===== config.mk =====
export PLATFORM = sky130hd
export DESIGN_NAME = eid_core
export DESIGN_NICKNAME = d
export VERILOG_FILES = /design/src/rtl/eid_pkg.sv /design/src/rtl/eid_core.sv
export SDC_FILE = /design/constraint.sdc
export NUM_CORES = 1
export LEC_CHECK = 0
export ABC_CLOCK_PERIOD_IN_PS = 5700
export BUFFER_PORTS_ARGS = -buffer_cell sky130_fd_sc_hd__buf_2
export CAP_MARGIN = 40
export CORE_MARGIN = 2
export CORE_UTILIZATION = 40
export DETAILED_ROUTE_END_ITERATION = 8
export PLACE_DENSITY = 0.69
export SYNTH_ARGS = -nofsm -noshare
export SYNTH_HDL_FRONTEND = slang
export SYNTH_SLANG_ARGS = --single-unit

===== constraint.sdc =====
create_clock -name clk_in -period 5.7 [get_ports clk_in]
set_input_delay 0.57 -clock clk_in [delete_from_list [all_inputs] [get_ports clk_in]]
set_output_delay 0.57 -clock clk_in [all_outputs]
set_load 0.01 [all_outputs]

===== src/rtl/eid_pkg.sv =====
// Package of constants, opcodes, states and carrier types for the extended decoder.
package eid_pkg;

   localparam int          EID_AW   = 12;
   localparam int          EID_PCW  = 21;
   localparam int          EID_FP   = 2;
   // Register indices on the plain register port.
   localparam logic [3:0]  REG_CTRL = 4'h0;
   localparam logic [3:0]  REG_FP   = 4'h1;
   localparam logic [3:0]  REG_PTR0 = 4'h2;
   localparam logic [3:0]  REG_PTR1 = 4'h3;
   localparam logic [3:0]  REG_WORK = 4'h4;
   localparam logic [3:0]  REG_LATH = 4'h5;
   localparam logic [3:0]  REG_LATU = 4'h6;
   localparam logic [3:0]  REG_BANK = 4'h7;
   localparam logic [3:0]  REG_STAT = 4'h8;
   localparam int          CTRL_EXT_BIT = 0;
   // Opcode fields.
   localparam logic [15:0] OPC_CALL_W = 16'h0014;
   localparam logic [7:0]  OPC_MOVS   = 8'heb;
   localparam logic [7:0]  OPC_PUSH_K = 8'hea;
   localparam logic [7:0]  OPC_SUB_P  = 8'he9;
   localparam logic [1:0]  SEL_RETURN = 2'h3;
   // Indirect register windows: each top address and the four below it.
   localparam logic [2:0][11:0] IND_TOP  = {12'hfdf, 12'hfe7, 12'hfef};
   localparam logic [11:0] IND_SPAN   = 12'h004;
   // Access bank split and upper page of the special registers.
   localparam logic [7:0]  ACC_LIMIT  = 8'h5f;
   localparam logic [3:0]  ACC_PAGE   = 4'hf;
   localparam logic [20:0] PC_STEP    = 21'h000002;
   // Instruction phases within one instruction cycle.
   localparam logic [1:0]  Q1 = 2'h0;
   localparam logic [1:0]  Q2 = 2'h1;
   localparam logic [1:0]  Q3 = 2'h2;
   localparam logic [1:0]  Q4 = 2'h3;

   typedef enum logic [1:0] {
      ST_IDLE = 2'b00, ST_FIRST = 2'b01, ST_SECOND = 2'b11, ST_NOP = 2'b10
   } eid_state_t;

   typedef enum logic [2:0] {
      OP_NONE, OP_MOVE_F, OP_MOVE_X, OP_PUSH_K, OP_SUB_P, OP_SUB_RET, OP_CALL_W
   } eid_op_t;

   typedef struct packed {
      logic        re;
      logic        we;
      logic [11:0] addr;
      logic [7:0]  wdata;
   } eid_mem_t;

   typedef struct packed {
      logic        valid;
      logic [11:0] addr;
      logic        dest_f;
   } eid_xlate_t;

   typedef struct packed {
      eid_state_t      state;
      logic [1:0]      phase;
      eid_op_t         op;
      logic [15:0]     word1;
      logic [15:0]     word2;
      logic            ext_en;
      logic [2:0][11:0] ptr;
      logic [7:0]      work;
      logic [7:0]      lath;
      logic [7:0]      latu;
      logic [7:0]      bank;
      logic [7:0]      src;
      logic [20:0]     ret;
      eid_mem_t        mem;
      logic            push;
      logic            pc_load;
      logic [20:0]     pc_val;
      logic [15:0]     rd;
      eid_xlate_t      xl;
      logic            busy;
   } eid_regs_t;

   localparam eid_regs_t REGS_RST = '0;

endpackage : eid_pkg


===== src/rtl/eid_core.sv =====
// Decode and execute unit for the extended instructions and indexed offset addressing.
//
// Overview of operation
// [RULE_01] Move-to-file source is frame pointer plus 7-bit offset, anywhere in 4096 bytes.
// [RULE_02] Move-to-file destination is the 12-bit literal of the second word.
// [RULE_03] Software never targets pc low byte or return-top bytes with indexed moves.
// [RULE_04] A source landing on an indirect register reads as 00h.
// [RULE_05] Move-indexed-to-indexed with indirect destination writes nothing.
// [RULE_06] Indexed-to-indexed uses two words; both addresses are pointer plus offset.
// [RULE_07] Indexed moves take two cycles; read in first, write in second Q4.
// [RULE_08] Push literal writes at frame pointer then decrements it, one cycle.
// [RULE_09] Subtract literal from pointer 0 to 2 in one cycle, flags untouched.
// [RULE_10] Select value 3 subtracts from frame pointer, returns, then idles a cycle.
// [RULE_11] Call via working register takes two cycles, second one idle.
// [RULE_12] Enabling the extension also enables indexed offset operand translation.
// [RULE_13] Disabled: operand is access bank when a is 0, bank register otherwise.
// [RULE_14] Enabled with a 0: operands up to 5Fh are frame pointer offsets.
// [RULE_15] A zero frame pointer maps offsets onto the normal access bank.
// [RULE_16] The destination bit keeps its normal meaning in indexed mode.
// [RULE_17] Software encodes indexed operands with a 0 and offset at most 5Fh.
// [RULE_18] Call pushes next address, loads pc from working register and latches.
// [RULE_19] Extension is active only with its enable bit set; reset clears it. The call form decodes even with the bit clear.
// [RULE_20] Indexed addresses are the low 12 bits of pointer plus unsigned offset.
module eid_core
   import eid_pkg::*;
#(
   parameter int unsigned DATA_SPACE = 4096
) (
   input  wire logic         clk_in,
   input  wire logic         rstn_in,
   input  wire logic [3:0]   reg_addr_in,
   input  wire logic [15:0]  reg_wdata_in,
   input  wire logic         reg_wr_in,
   input  wire logic         reg_rd_in,
   output logic      [15:0]  reg_rdata_out,
   input  wire logic         instr_valid_in,
   input  wire logic [15:0]  instr_word_in,
   input  wire logic [20:0]  pc_in,
   input  wire logic [20:0]  top_in,
   output eid_mem_t          mem_req_out,
   input  wire logic [7:0]   mem_rdata_in,
   output logic              stack_push_out,
   output logic      [20:0]  push_value_out,
   output logic              pc_load_out,
   output logic      [20:0]  pc_value_out,
   output logic              busy_out,
   output logic      [1:0]   phase_out,
   input  wire logic         std_valid_in,
   input  wire logic [7:0]   std_f_in,
   input  wire logic         std_a_in,
   input  wire logic         std_d_in,
   output eid_xlate_t        std_xlate_out
);

   if (DATA_SPACE != (1 << EID_AW)) begin : g_bad_space
      $error("Data space must match the 12-bit address width.");
   end

   ////////////////////////////////////////////////////////////////////////////
   // Helper functions.

   // Decode a first word; only the call form is open while the extension is off.
   function automatic eid_op_t decode(input logic [15:0] w, input logic x);
      decode = OP_NONE;
      if (w == OPC_CALL_W) begin
         decode = OP_CALL_W;
      end else if (x) begin // [RULE_19]
         case (w[15:8])
            OPC_MOVS:   decode = w[7] ? OP_MOVE_X : OP_MOVE_F; // [RULE_06]
            OPC_PUSH_K: decode = OP_PUSH_K;
            OPC_SUB_P:  decode = (w[7:6] == SEL_RETURN) ? OP_SUB_RET : OP_SUB_P; // [RULE_10]
            default:    decode = OP_NONE;
         endcase
      end
   endfunction : decode

   // Tell whether an address falls on one of the indirect addressing registers.
   function automatic logic is_ind(input logic [11:0] a);
      is_ind = 1'b0;
      for (int i = 0; i < 3; i++) begin
         if (a <= IND_TOP[i] && a >= IND_TOP[i] - IND_SPAN) begin
            is_ind = 1'b1;
         end
      end
   endfunction : is_ind

   ////////////////////////////////////////////////////////////////////////////
   // State and datapath.

   eid_regs_t s;
   eid_regs_t next_s;
   logic [11:0] fp;
   logic [11:0] src_addr;
   logic [11:0] dst_addr;
   logic        movs;

   // Indexed addresses keep the low 12 bits of the sum.
   assign fp       = s.ptr[EID_FP];
   assign src_addr = fp + {5'h00, s.word1[6:0]}; // [RULE_01] [RULE_20]
   assign dst_addr = (s.op == OP_MOVE_F) ? s.word2[11:0]              // [RULE_02]
                                         : fp + {5'h00, s.word2[6:0]}; // [RULE_06]
   assign movs     = (s.op == OP_MOVE_F) || (s.op == OP_MOVE_X);

   // Next-state logic for registers, instruction sequencing and translation.
   always_comb begin
      next_s         = s;
      next_s.phase   = s.phase + 2'h1;
      next_s.mem     = '0;
      next_s.push    = 1'b0;
      next_s.pc_load = 1'b0;
      next_s.rd      = '0;
      next_s.xl      = '0;

      // Software writes land first; an instruction in the same cycle wins.
      if (reg_wr_in) begin
         case (reg_addr_in)
            REG_CTRL: next_s.ext_en = reg_wdata_in[CTRL_EXT_BIT];
            REG_FP:   next_s.ptr[2] = reg_wdata_in[11:0];
            REG_PTR0: next_s.ptr[0] = reg_wdata_in[11:0];
            REG_PTR1: next_s.ptr[1] = reg_wdata_in[11:0];
            REG_WORK: next_s.work   = reg_wdata_in[7:0];
            REG_LATH: next_s.lath   = reg_wdata_in[7:0];
            REG_LATU: next_s.latu   = reg_wdata_in[7:0];
            REG_BANK: next_s.bank   = reg_wdata_in[7:0];
            default:  next_s.ext_en = s.ext_en;
         endcase
      end

      // Read data stands in the cycle after the strobe; unmapped reads give zero.
      if (reg_rd_in) begin
         case (reg_addr_in)
            REG_CTRL: next_s.rd = {15'h0000, s.ext_en};
            REG_FP:   next_s.rd = {4'h0, s.ptr[2]};
            REG_PTR0: next_s.rd = {4'h0, s.ptr[0]};
            REG_PTR1: next_s.rd = {4'h0, s.ptr[1]};
            REG_WORK: next_s.rd = {8'h00, s.work};
            REG_LATH: next_s.rd = {8'h00, s.lath};
            REG_LATU: next_s.rd = {8'h00, s.latu};
            REG_BANK: next_s.rd = {8'h00, s.bank};
            REG_STAT: next_s.rd = {9'h000, s.op, s.state, s.phase};
            default:  next_s.rd = '0;
         endcase
      end

      // Operand translation for standard byte and bit instructions.
      if (std_valid_in) begin
         next_s.xl.valid  = 1'b1;
         next_s.xl.dest_f = std_d_in; // [RULE_16]
         if (std_a_in) begin
            next_s.xl.addr = {s.bank[3:0], std_f_in}; // [RULE_13]
         end else if (std_f_in <= ACC_LIMIT && s.ext_en) begin
            next_s.xl.addr = fp + {4'h0, std_f_in}; // [RULE_12] [RULE_14] [RULE_15]
         end else if (std_f_in <= ACC_LIMIT) begin
            next_s.xl.addr = {4'h0, std_f_in}; // [RULE_13]
         end else begin
            next_s.xl.addr = {ACC_PAGE, std_f_in};
         end
      end

      // Instruction sequencing over the four phases of each cycle.
      case (s.state)
         ST_IDLE: begin
            if (s.phase == Q1 && instr_valid_in) begin
               next_s.op    = decode(instr_word_in, s.ext_en);
               next_s.word1 = instr_word_in;
               next_s.ret   = pc_in + PC_STEP;
               if (decode(instr_word_in, s.ext_en) != OP_NONE) begin
                  next_s.state = ST_FIRST;
               end
            end
         end
         ST_FIRST: begin
            if (s.phase == Q2 && movs) begin
               next_s.mem.re   = 1'b1; // [RULE_07]
               next_s.mem.addr = src_addr;
            end
            if (s.phase == Q3) begin
               case (s.op)
                  OP_PUSH_K: begin
                     next_s.mem.we    = 1'b1; // [RULE_08]
                     next_s.mem.addr  = fp;
                     next_s.mem.wdata = s.word1[7:0];
                     next_s.ptr[2]    = fp - 12'h001;
                  end
                  OP_SUB_P: begin
                     next_s.ptr[s.word1[7:6]] = s.ptr[s.word1[7:6]]
                                              - {6'h00, s.word1[5:0]}; // [RULE_09]
                  end
                  OP_SUB_RET: begin
                     next_s.ptr[2]  = fp - {6'h00, s.word1[5:0]}; // [RULE_10]
                     next_s.pc_load = 1'b1;
                     next_s.pc_val  = top_in;
                  end
                  OP_CALL_W: begin
                     next_s.push    = 1'b1; // [RULE_11] [RULE_18]
                     next_s.pc_load = 1'b1;
                     next_s.pc_val  = {s.latu[4:0], s.lath, s.work};
                  end
                  default: next_s.push = 1'b0;
               endcase
            end
            if (s.phase == Q4) begin
               next_s.src = is_ind(src_addr) ? 8'h00 : mem_rdata_in; // [RULE_04]
               if (movs) begin
                  next_s.state = ST_SECOND; // [RULE_07]
               end else if (s.op == OP_SUB_RET || s.op == OP_CALL_W) begin
                  next_s.state = ST_NOP; // [RULE_10] [RULE_11]
               end else begin
                  next_s.state = ST_IDLE;
               end
            end
         end
         ST_SECOND: begin
            if (s.phase == Q1) begin
               next_s.word2 = instr_word_in;
            end
            // The destination is trusted not to be the pc or return-top bytes.
            if (s.phase == Q3) begin // [RULE_03]
               next_s.mem.we    = !(s.op == OP_MOVE_X && is_ind(dst_addr)); // [RULE_05]
               next_s.mem.addr  = dst_addr;
               next_s.mem.wdata = s.src;
            end
            if (s.phase == Q4) begin
               next_s.state = ST_IDLE;
            end
         end
         ST_NOP: begin
            if (s.phase == Q4) begin
               next_s.state = ST_IDLE;
            end
         end
         default: next_s.state = ST_IDLE;
      endcase

      next_s.busy = (next_s.state != ST_IDLE);
   end

   // State register; reset clears the extension enable and all pointers.
   always_ff @(posedge clk_in) begin
      if (!rstn_in) begin
         s <= REGS_RST; // [RULE_19]
      end else begin
         s <= next_s;
      end
   end

   // Outputs are taken straight from the state register.
   assign reg_rdata_out  = s.rd;
   assign mem_req_out    = s.mem;
   assign stack_push_out = s.push;
   assign push_value_out = s.ret;
   assign pc_load_out    = s.pc_load;
   assign pc_value_out   = s.pc_val;
   assign busy_out       = s.busy;
   assign phase_out      = s.phase;
   assign std_xlate_out  = s.xl;

   logic at_q4_first;
   assign at_q4_first = (s.state == ST_FIRST) && (s.phase == Q4);
endmodule : eid_core


Yosys cells after proc, flatten, opt, wreduce, memory -nomap -nowiden. Cells that the tools add are included.

Logic and storage cells: 165. Output and inout bits: 99. Bits of input ports: 102. Bits in registers: 201.

Equality and inequality tests: 25. Reduce and logical (&&, ||, !) cells: 34. Add/sub/neg operators: 8. Order comparisons: 15. Mux-type cells: 56.

Operators by type and width (number): 12-bit two-way mux (10); 12-bit case mux with 9 select lines (1); 12-bit >= comparator, second input constant (6); 12-bit <= comparator, second input constant (6); 36-bit two-way mux (2); 68-bit two-way mux (1); 44-bit two-way mux (1); 22-bit case mux with 2 select lines (1); 21-bit two-way mux (2); 21-bit case mux with 2 select lines (1); 8-bit two-way mux (5); 36-bit bitwise mux (1); 12-bit case mux with 3 select lines (1); 12-bit by 7-bit adder with 12-bit output (2); 12-bit binary-select mux with 2-bit select (1); 12-bit demux with 2-bit select (1); 8-bit equality test, second input constant (3); 24-bit two-way mux (1); 12-bit by 6-bit subtractor with 12-bit output (2); 2-bit AND reduction (11); 21-bit by 2-bit adder with 21-bit output, second input constant (1); 16-bit by 5-bit equality test with 1-bit output, second input constant (1); 4-bit by 3-bit equality test with 1-bit output, second input constant (4); 14-bit two-way mux (1); other kinds (28) (72).

Depth between registers and ports, before layout. Gate-level depths: netlist (run 1).

Depth in word-level cells: 13. Depth in mapped cells: 16. Mapped depth without buffers: 13.

Worst setup path after synthesis (run 1). OpenSTA, ideal clock, no wires.

Kind: reg-to-reg. Start point: register s[196] in the netlist's numbering. End point: register s, in the netlist fp[8]. Arrival: 3.077 ns. Period minus slack after synthesis: 3.199 ns. Slack: 2.501 ns. Stages on the path, launching flop included: 16. Required time: 5.577 ns. Cell sequence: dfxtp_1 buf_2 buf_1 mux2i_1 nor2_1 a21oi_1 ha_1 inv_1 fa_1 a21o_1 a21oi_1 o21ai_1 nor3b_1 xor2_1 a221oi_1 nor2_1.

Longest elaborated chain between the ends: 8. Elaborated cells on any way between the ends: 12. Those cells by class: 1 x add/sub; 2 x order compare; 8 x mux; 1 x reduce/logical.

Ends and longest elaborated chain: from (decl) (line eid_core.sv:90) `eid_regs_t s;`; from (signal assigned) (line eid_core.sv:243) `s <= next_s;`; branches (longest 4 deep; another with 12-bit by 6-bit subtractor with 12-bit output); 36-bit bitwise mux (*) (line eid_core.sv:186) `next_s.ptr[s.word1[7:6]] = s.ptr[s.word1[7:6]]`; 12-bit case mux with 3 select lines (*) (line eid_core.sv:178) `case (s.op)`; 36-bit two-way mux (*) (line eid_core.sv:177) `if (s.phase == Q3) begin`; 36-bit two-way mux (*) (line eid_core.sv:161) `case (s.state)`.

Every way passes the cells marked *. The select of a mux whose other input is x is not followed. A chain may end at the register's enable or synchronous reset.

Worst setup path in the final report (run 1).
Start point: register s[196] in the netlist's numbering. End point: register s[157] in the netlist's numbering.

Longest elaborated chain between the ends: 8. Elaborated cells on any way between the ends: 12. Those cells by class: 1 x add/sub; 2 x order compare; 8 x mux; 1 x reduce/logical.

Ends and longest elaborated chain (line): branches (longest 4 deep; another with 12-bit by 6-bit subtractor with 12-bit output); 36-bit bitwise mux (*) (eid_core.sv:186); 24-bit two-way mux (*) (eid_core.sv:178); 36-bit two-way mux (*) (eid_core.sv:177); 36-bit two-way mux (*) (eid_core.sv:161).

Marked as above.

==> flow_summary.json, run 1 <==
{
  "ys_seq_elements": 197,
  "clkLatencyLatePin_ns": 0.44,
  "p_leak_nw": 5.38,
  "core-area_um2": 28600,
  "dieWidth_um": 174,
  "cts_tree": "built",
  "power_mw": 3.11,
  "io-pin-count": 201,
  "fin_util_pct": 44.8,
  "holdPathStages": 2,
  "final-hold-violation-count": 0,
  "start_util_pct": 40.5,
  "dpl_worst_slack_ns": 2.30,
  "io_buffers": 192,
  "grtUsageMet1_pct": 30.0,
  "layout_common_cells": "dfxtp_1 (197), buf_2 (192), nor2_1 (168)",
  "synthCells": 1380,
  "detail_route.vias_per_cell": 5.61,
  "htreeDepth": 4,
  "cts.path.max_buffers": 2,
  "drv_cap": 0,
  "die_h_um": 174,
  "ant_nets": 0,
  "n_antenna_cell": 0,
  "yosysUniqueCellTypes": 70,
  "antenna_found_initial": 0,
  "setup_viol": 0,
  "end_kind": "flip-flop",
  "gp_congestion": 0.910,
  "clkSinkCount": 197,
  "tightest_slew_ns": 0.842,
  "postSynthAreaPerCell_um2": 8.40,
  "hold_buffers": 0,
  "period_share_pct": 61.3,
  "rows": 62,
  "synth_top_cell_by_area": "dfxtp_1",
  "nets": 1578,
  "area_delta_synth_final_pct": 10.7,
  "cts_buffers": 17,
  "fin_ws_ns": 2.21,
  "powerDensity_nw_per_um2": 242,
  "wl_mm": 34.8,
  "postLayoutCellArea_um2": 12800,
  "root_buffer": "clkbuf_16",
  "dp_hpwl_mm": 25.6,
  "dp_cells": 1796,
  "grtUsageMet2_pct": 36.6,
  "fin_setup_tns_ns": 0,
  "first_pass_iters": 5,
  "fin_worst_skew_ns": 0.00965,
  "layout.cells.non_filler": 1828,
  "top_usage_layer": "met2",
  "met3_usage_pct": 3.72,
  "cp-start-kind": "flip-flop",
  "dpl-instance-area_um2": 12200,
  "ys.flop_type": "dfxtp_1",
  "die_area_um2": 30300,
  "yosysWarnings": 0,
  "fill_cells": 2825,
  "reg2regPathDepth": 11,
  "critical_path_peak_fanout": 14,
  "grt.total_usage_pct": 22.5,
  "synth-edff-count": 0,
  "ys_top_cells_by_area": "dfxtp_1 (34%), mux2i_1 (7.3%), buf_4 (6.2%), nor2_1 (5.4%), a211oi_1 (4.3%)",
  "min_period_ns": 3.49,
  "ir_drop_v": 0.000160,
  "slew_headroom_pct": 43.9,
  "postCtsSetupBuffers": 0,
  "synthArstFlopShare_pct": 0,
  "grt-ovfl-total": 0,
  "synth_top_cell_area_share_pct": 34.0,
  "syn_area_um2": 11600,
  "yosysSeqAreaShare_pct": 34.0,
  "vias": 10300,
  "clock.fmax_ghz": 0.286,
  "routedWlPerCell_um": 19.0,
  "critPathKind": "reg2reg",
  "critPathRequiredTime_ns": 6.05,
  "hold_class": "in2reg",
  "drv_slew": 0,
  "drc_errors": 0,
  "drive_gt1_share_pct": 18.6,
  "dr.first_iter.drc_count": 742,
  "grt_pass1_wl_mm": 54.2,
  "status": "finished, final reports clean",
  "whs_ns": 0.333,
  "cts_resized": 0,
  "rsz0062_at_grt": "no",
  "cp_data_arrival_time_ns": 3.85,
  "final_common_cell": "dfxtp_1",
  "clk_pin_slew_worst_paths_ns": 0.08,
  "grt_pass1_vias": 9887,
  "grt_start_max_net_pins": 78
}
[synthesized netlist by cell type, drive strengths merged (25+ instances only)]
| master | instances |
|---|---|
| a21oi | 91 |
| mux2i | 84 |
| xnor2 | 25 |
| ha | 40 |
| buf | 112 |
| inv | 30 |
| xor2 | 25 |
| dfxtp | 197 |
| nand3 | 27 |
| nor2 | 168 |
| o21ai | 54 |
| nand2 | 108 |
| a22oi | 45 |
| clkbuf | 69 |
| a211oi | 67 |
[sequential cells by signal (all words and copies together) (netlist names)]
name            cells
busy_out            1
fp                 12
mem_req_out        22
pc_load_out         1
pc_value_out       21
phase_out           2
push_value_out     21
reg_rdata_out      12
s                  90
stack_push_out      1
std_xlate_out      14
[cell families after synthesis]
family                     Yosys count  synth area share, %
other                                1               0.0324
DFF                                197                 34.0
xor gates and xnor gates            50                 3.78
and+or+nand+nor                    420                 16.8
AOI/OAI and AO/OA                  353                 20.4
adders and majority gates           45                 5.18
muxes                              103                 9.78
buffers and inverters              211                 10.0
[final timing paths]
check	start	slack, ns	endpoint
worst min-delay path	mem_rdata_in[3]	0.33	s[100]
worst max-delay path	s[196]	2.21	s[157]
worst max register to register	s[196]	2.21	s[157]
worst min register to register	push_value_out[0]	0.46	push_value_out[0]
[routing by layer]
| layer | vias up | share of wire [%] | wire, µm |
|---|---|---|---|
| li1 | 4944 | - | - |
| met1 | 4875 | 44 | 15300 |
| met2 | 386 | 47 | 16400 |
| met3 | 52 | 6.2 | 2170 |
| met4 | 0 | 2.5 | 875 |
| met5 | - | 0 | 0 |
[report_power, final]
part	switching, mW	internal, mW	leakage (nW)
logic	0.219	0.142	3.47
clock network	0.580	0.725	0.309
registers	0.0341	1.41	1.60
[cell type report]
| type | count | area [µm²] | share of cell area, % |
|---|---|---|---|
| Tap cell | 384 | 480 | 3.75 |
| Timing Repair Buffer | 210 | 1170 | 9.10 |
| Clock buffer | 20 | 457 | 3.56 |
| Multi-Input combinational cell | 975 | 6500 | 50.7 |
| Inverter | 30 | 114 | 0.888 |
| Clock inverter | 12 | 166 | 1.30 |
| Sequential cell | 197 | 3940 | 30.7 |
[critical path, stage by stage, from the launching register on]
cell      delay, ns
dfxtp_1        0.52
buf_16         0.20
nand2b_1       0.39
o22ai_1        0.24
fa_1           0.47
a21o_1         0.17
a21oi_1        0.30
o21ai_1        0.21
nor3b_1        0.29
xor2_1         0.31
nor2_1         0.09
a211oi_1       0.21
No activity file was read; power rests on OpenSTA's default activity.
==> run 2, diff against run 1 <==
--- a/config.mk
+++ b/config.mk
@@ -5,7 +5,7 @@
 export SDC_FILE = /design/constraint.sdc
 export NUM_CORES = 1
 export LEC_CHECK = 0
-export ABC_CLOCK_PERIOD_IN_PS = 5700
+export ABC_CLOCK_PERIOD_IN_PS = 3650
 export BUFFER_PORTS_ARGS = -buffer_cell sky130_fd_sc_hd__buf_2
 export CAP_MARGIN = 40
 export CORE_MARGIN = 2
==> constraint.sdc (replaced) <==
create_clock -name clk_in -period 3.65 [get_ports clk_in]
set_input_delay 0.365 -clock clk_in [delete_from_list [all_inputs] [get_ports clk_in]]
set_output_delay 0.365 -clock clk_in [all_outputs]
set_load 0.01 [all_outputs]
==> run 2 against run 1 <==
Effect of this change: hold slack got worse by 0.20 ns; die area unchanged; register-to-register slack got worse by 1.6 ns; clock skew is 0.0032 ns higher; non-clock buffer count increased by 11; largest power group unchanged.
==> flow_summary.json, run 2 (same netlist as run 1, synthesis figures left out) <==
{
  "status": "finished, final reports clean",
  "fin_util_pct": 44.8,
  "critical_path_peak_fanout": 9,
  "path_delay_family": "compound AO/OA/AOI/OAI gates",
  "setup_viol": 0,
  "gp_congestion": 0.943,
  "routedWlPerCell_um": 18.5,
  "drive_gt1_share_pct": 19.2,
  "slowest_stage": "dfxtp_1",
  "grt_pass1_vias": 9588,
  "first_pass_iters": 7,
  "fin_setup_tns_ns": 0,
  "r2r-end": "fp[6]",
  "internal-power_mw": 3.50,
  "dp_hpwl_mm": 25.3,
  "rows": 62,
  "htreeDepth": 4,
  "postCtsSetupBuffers": 0,
  "io_buffers": 192,
  "seqPwrFrac_pct": 46.9,
  "clk_pin_slew_worst_paths_ns": 0.07,
  "critPathMaxStageDelay_ns": 0.57,
  "layout.cells.non_filler": 1840,
  "antenna_found_initial": 1,
  "cpMostUsedCell": "a21oi_1",
  "regToRegSetupSlack_ns": 0.57,
  "dp_cells": 1807,
  "end_kind": "flip-flop",
  "seqCellArea_um2": 3940,
  "ant_nets": 0,
  "switchingPower_mw": 1.27,
  "cp_data_arrival_time_ns": 3.38,
  "cp-start-kind": "flip-flop",
  "min_period_ns": 3.08,
  "dieWidth_um": 174,
  "reg2regPathDepth": 13,
  "ir_drop_v": 0.000343,
  "wl_mm": 34.1,
  "largest_reg_flops": 90,
  "postLayoutCellArea_um2": 12800,
  "critPathKind": "reg2reg",
  "hold_end": "s[99]",
  "fill_cells": 2870,
  "period_share_pct": 84.4,
  "holdPathStages": 2,
  "final_common_cell": "dfxtp_1",
  "top_usage_layer": "met2",
  "grt_start_max_net_pins": 132,
  "met3_usage_pct": 3.72,
  "detail_route.vias_per_cell": 5.51,
  "drv_slew": 0,
  "cts_tree": "built",
  "area_delta_synth_final_pct": 10.8,
  "grt-ovfl-total": 0,
  "layout_common_cells": "dfxtp_1 (197), buf_2 (192), nor2_1 (168)",
  "io-pin-count": 201,
  "clkPwrFrac_pct": 41.3,
  "root_buffer": "clkbuf_16",
  "power_mw": 4.77,
  "cts.path.max_buffers": 2,
  "grtUsageMet2_pct": 36.1,
  "vias": 10100,
  "multi_input_area_um2": 6500,
  "clkSinkCount": 197,
  "die_h_um": 174,
  "grt_pass1_wl_mm": 53.1,
  "core-area_um2": 28600,
  "swShare_pct": 26.7,
  "drc_errors": 0,
  "timing.rr.start": "s[207]",
  "powerDensity_nw_per_um2": 372,
  "final-hold-violation-count": 0,
  "grt.total_usage_pct": 22.1,
  "tightest_slew_ns": 0.904,
  "comb_power_share_pct": 11.9,
  "cts_resized": 0,
  "hp-start": "mem_rdata_in[2]",
  "rsz0062_at_grt": "no",
  "cts_buffers": 17,
  "start_util_pct": 40.5,
  "nets": 1589,
  "crit_buf_inv": 1,
  "largest-register": "s",
  "hold_buffers": 0,
  "hold_class": "in2reg",
  "grtUsageMet1_pct": 29.9,
  "clkLatencyLatePin_ns": 0.45,
  "drv_cap": 0,
  "fin_worst_skew_ns": 0.0128,
  "clock.fmax_ghz": 0.325,
  "dr.first_iter.drc_count": 707,
  "dpl-instance-area_um2": 12200,
  "crit_chain": "nor2b_1 -> and2_1 -> nand2b_1 -> ha_1 -> inv_1 -> fa_1 -> a21o_1 -> a21oi_1 -> nor2_1 -> a211o_1 -> xnor2_1 -> a31oi_1 -> a21oi_1",
  "die_area_um2": 30300,
  "slew_headroom_pct": 39.7,
  "p_leak_nw": 5.39,
  "critPathRequiredTime_ns": 3.95
}
[run 2: worst max path at each step]
stage	start	endpoint	slack (ns)	cells past startpoint
3_5_place_dp	s[196]	s[145]	0.63	13
6_report	s[207]	fp[6]	0.57	13
4_1_cts	s[196]	s[157]	0.58	13
5_1_grt	s[196]	fp[8]	0.26	13
3_3_place_gp	s[196]	fp[8]	0.63	13
2_1_floorplan	s[196]	fp[8]	0.45	15
[run 2: cell type report]
cell class	count	area share [%]
timing repair buffer	221	9.28
antenna	1	0.0195
sequential	197	30.7
multi-input combinational	975	50.6
clock buffer	18	3.34
inverter	30	0.887
clock inverter	14	1.38
tap	384	3.74
[run 2: power by group through the flow]
stage | registers, mW | clock network (mW) | logic, mW
floorplan | 2.27 | 0 | 0.393
global placement | 2.29 | 0 | 0.554
detailed placement | 2.29 | 0 | 0.561
CTS | 2.24 | 2.01 | 0.564
global route | 2.24 | 2.08 | 0.620
finish | 2.24 | 1.97 | 0.566
[run 2: per-layer routing]
metal / routed length, µm / up-vias / part of all wire, %
met3: 2150 / 48 / 6.3
met5: 0 / - / 0
met4: 683 / 0 / 2.0
met1: 15300 / 4776 / 45
li1: - / 4960 / -
met2: 15900 / 362 / 47
[run 2: worst register-to-register path: stages, from the launching register on]
cell and delay, ns:
dfxtp_1 0.57, nor2b_1 0.15, and2_1 0.28, nand2b_1 0.11, ha_1 0.16, inv_1 0.06, fa_1 0.41, a21o_1 0.18
a21oi_1 0.27, nor2_1 0.10, a211o_1 0.26, xnor2_1 0.13, a31oi_1 0.18, a21oi_1 0.07
[run 2: stage by stage]
step                setup WS, ns  hold slack (ns)
global route               0.256            0.125
finish                     0.569            0.128
global placement           0.626            0.445
floorplan                  0.451            0.436
detailed placement         0.629            0.452
CTS                        0.585            0.113
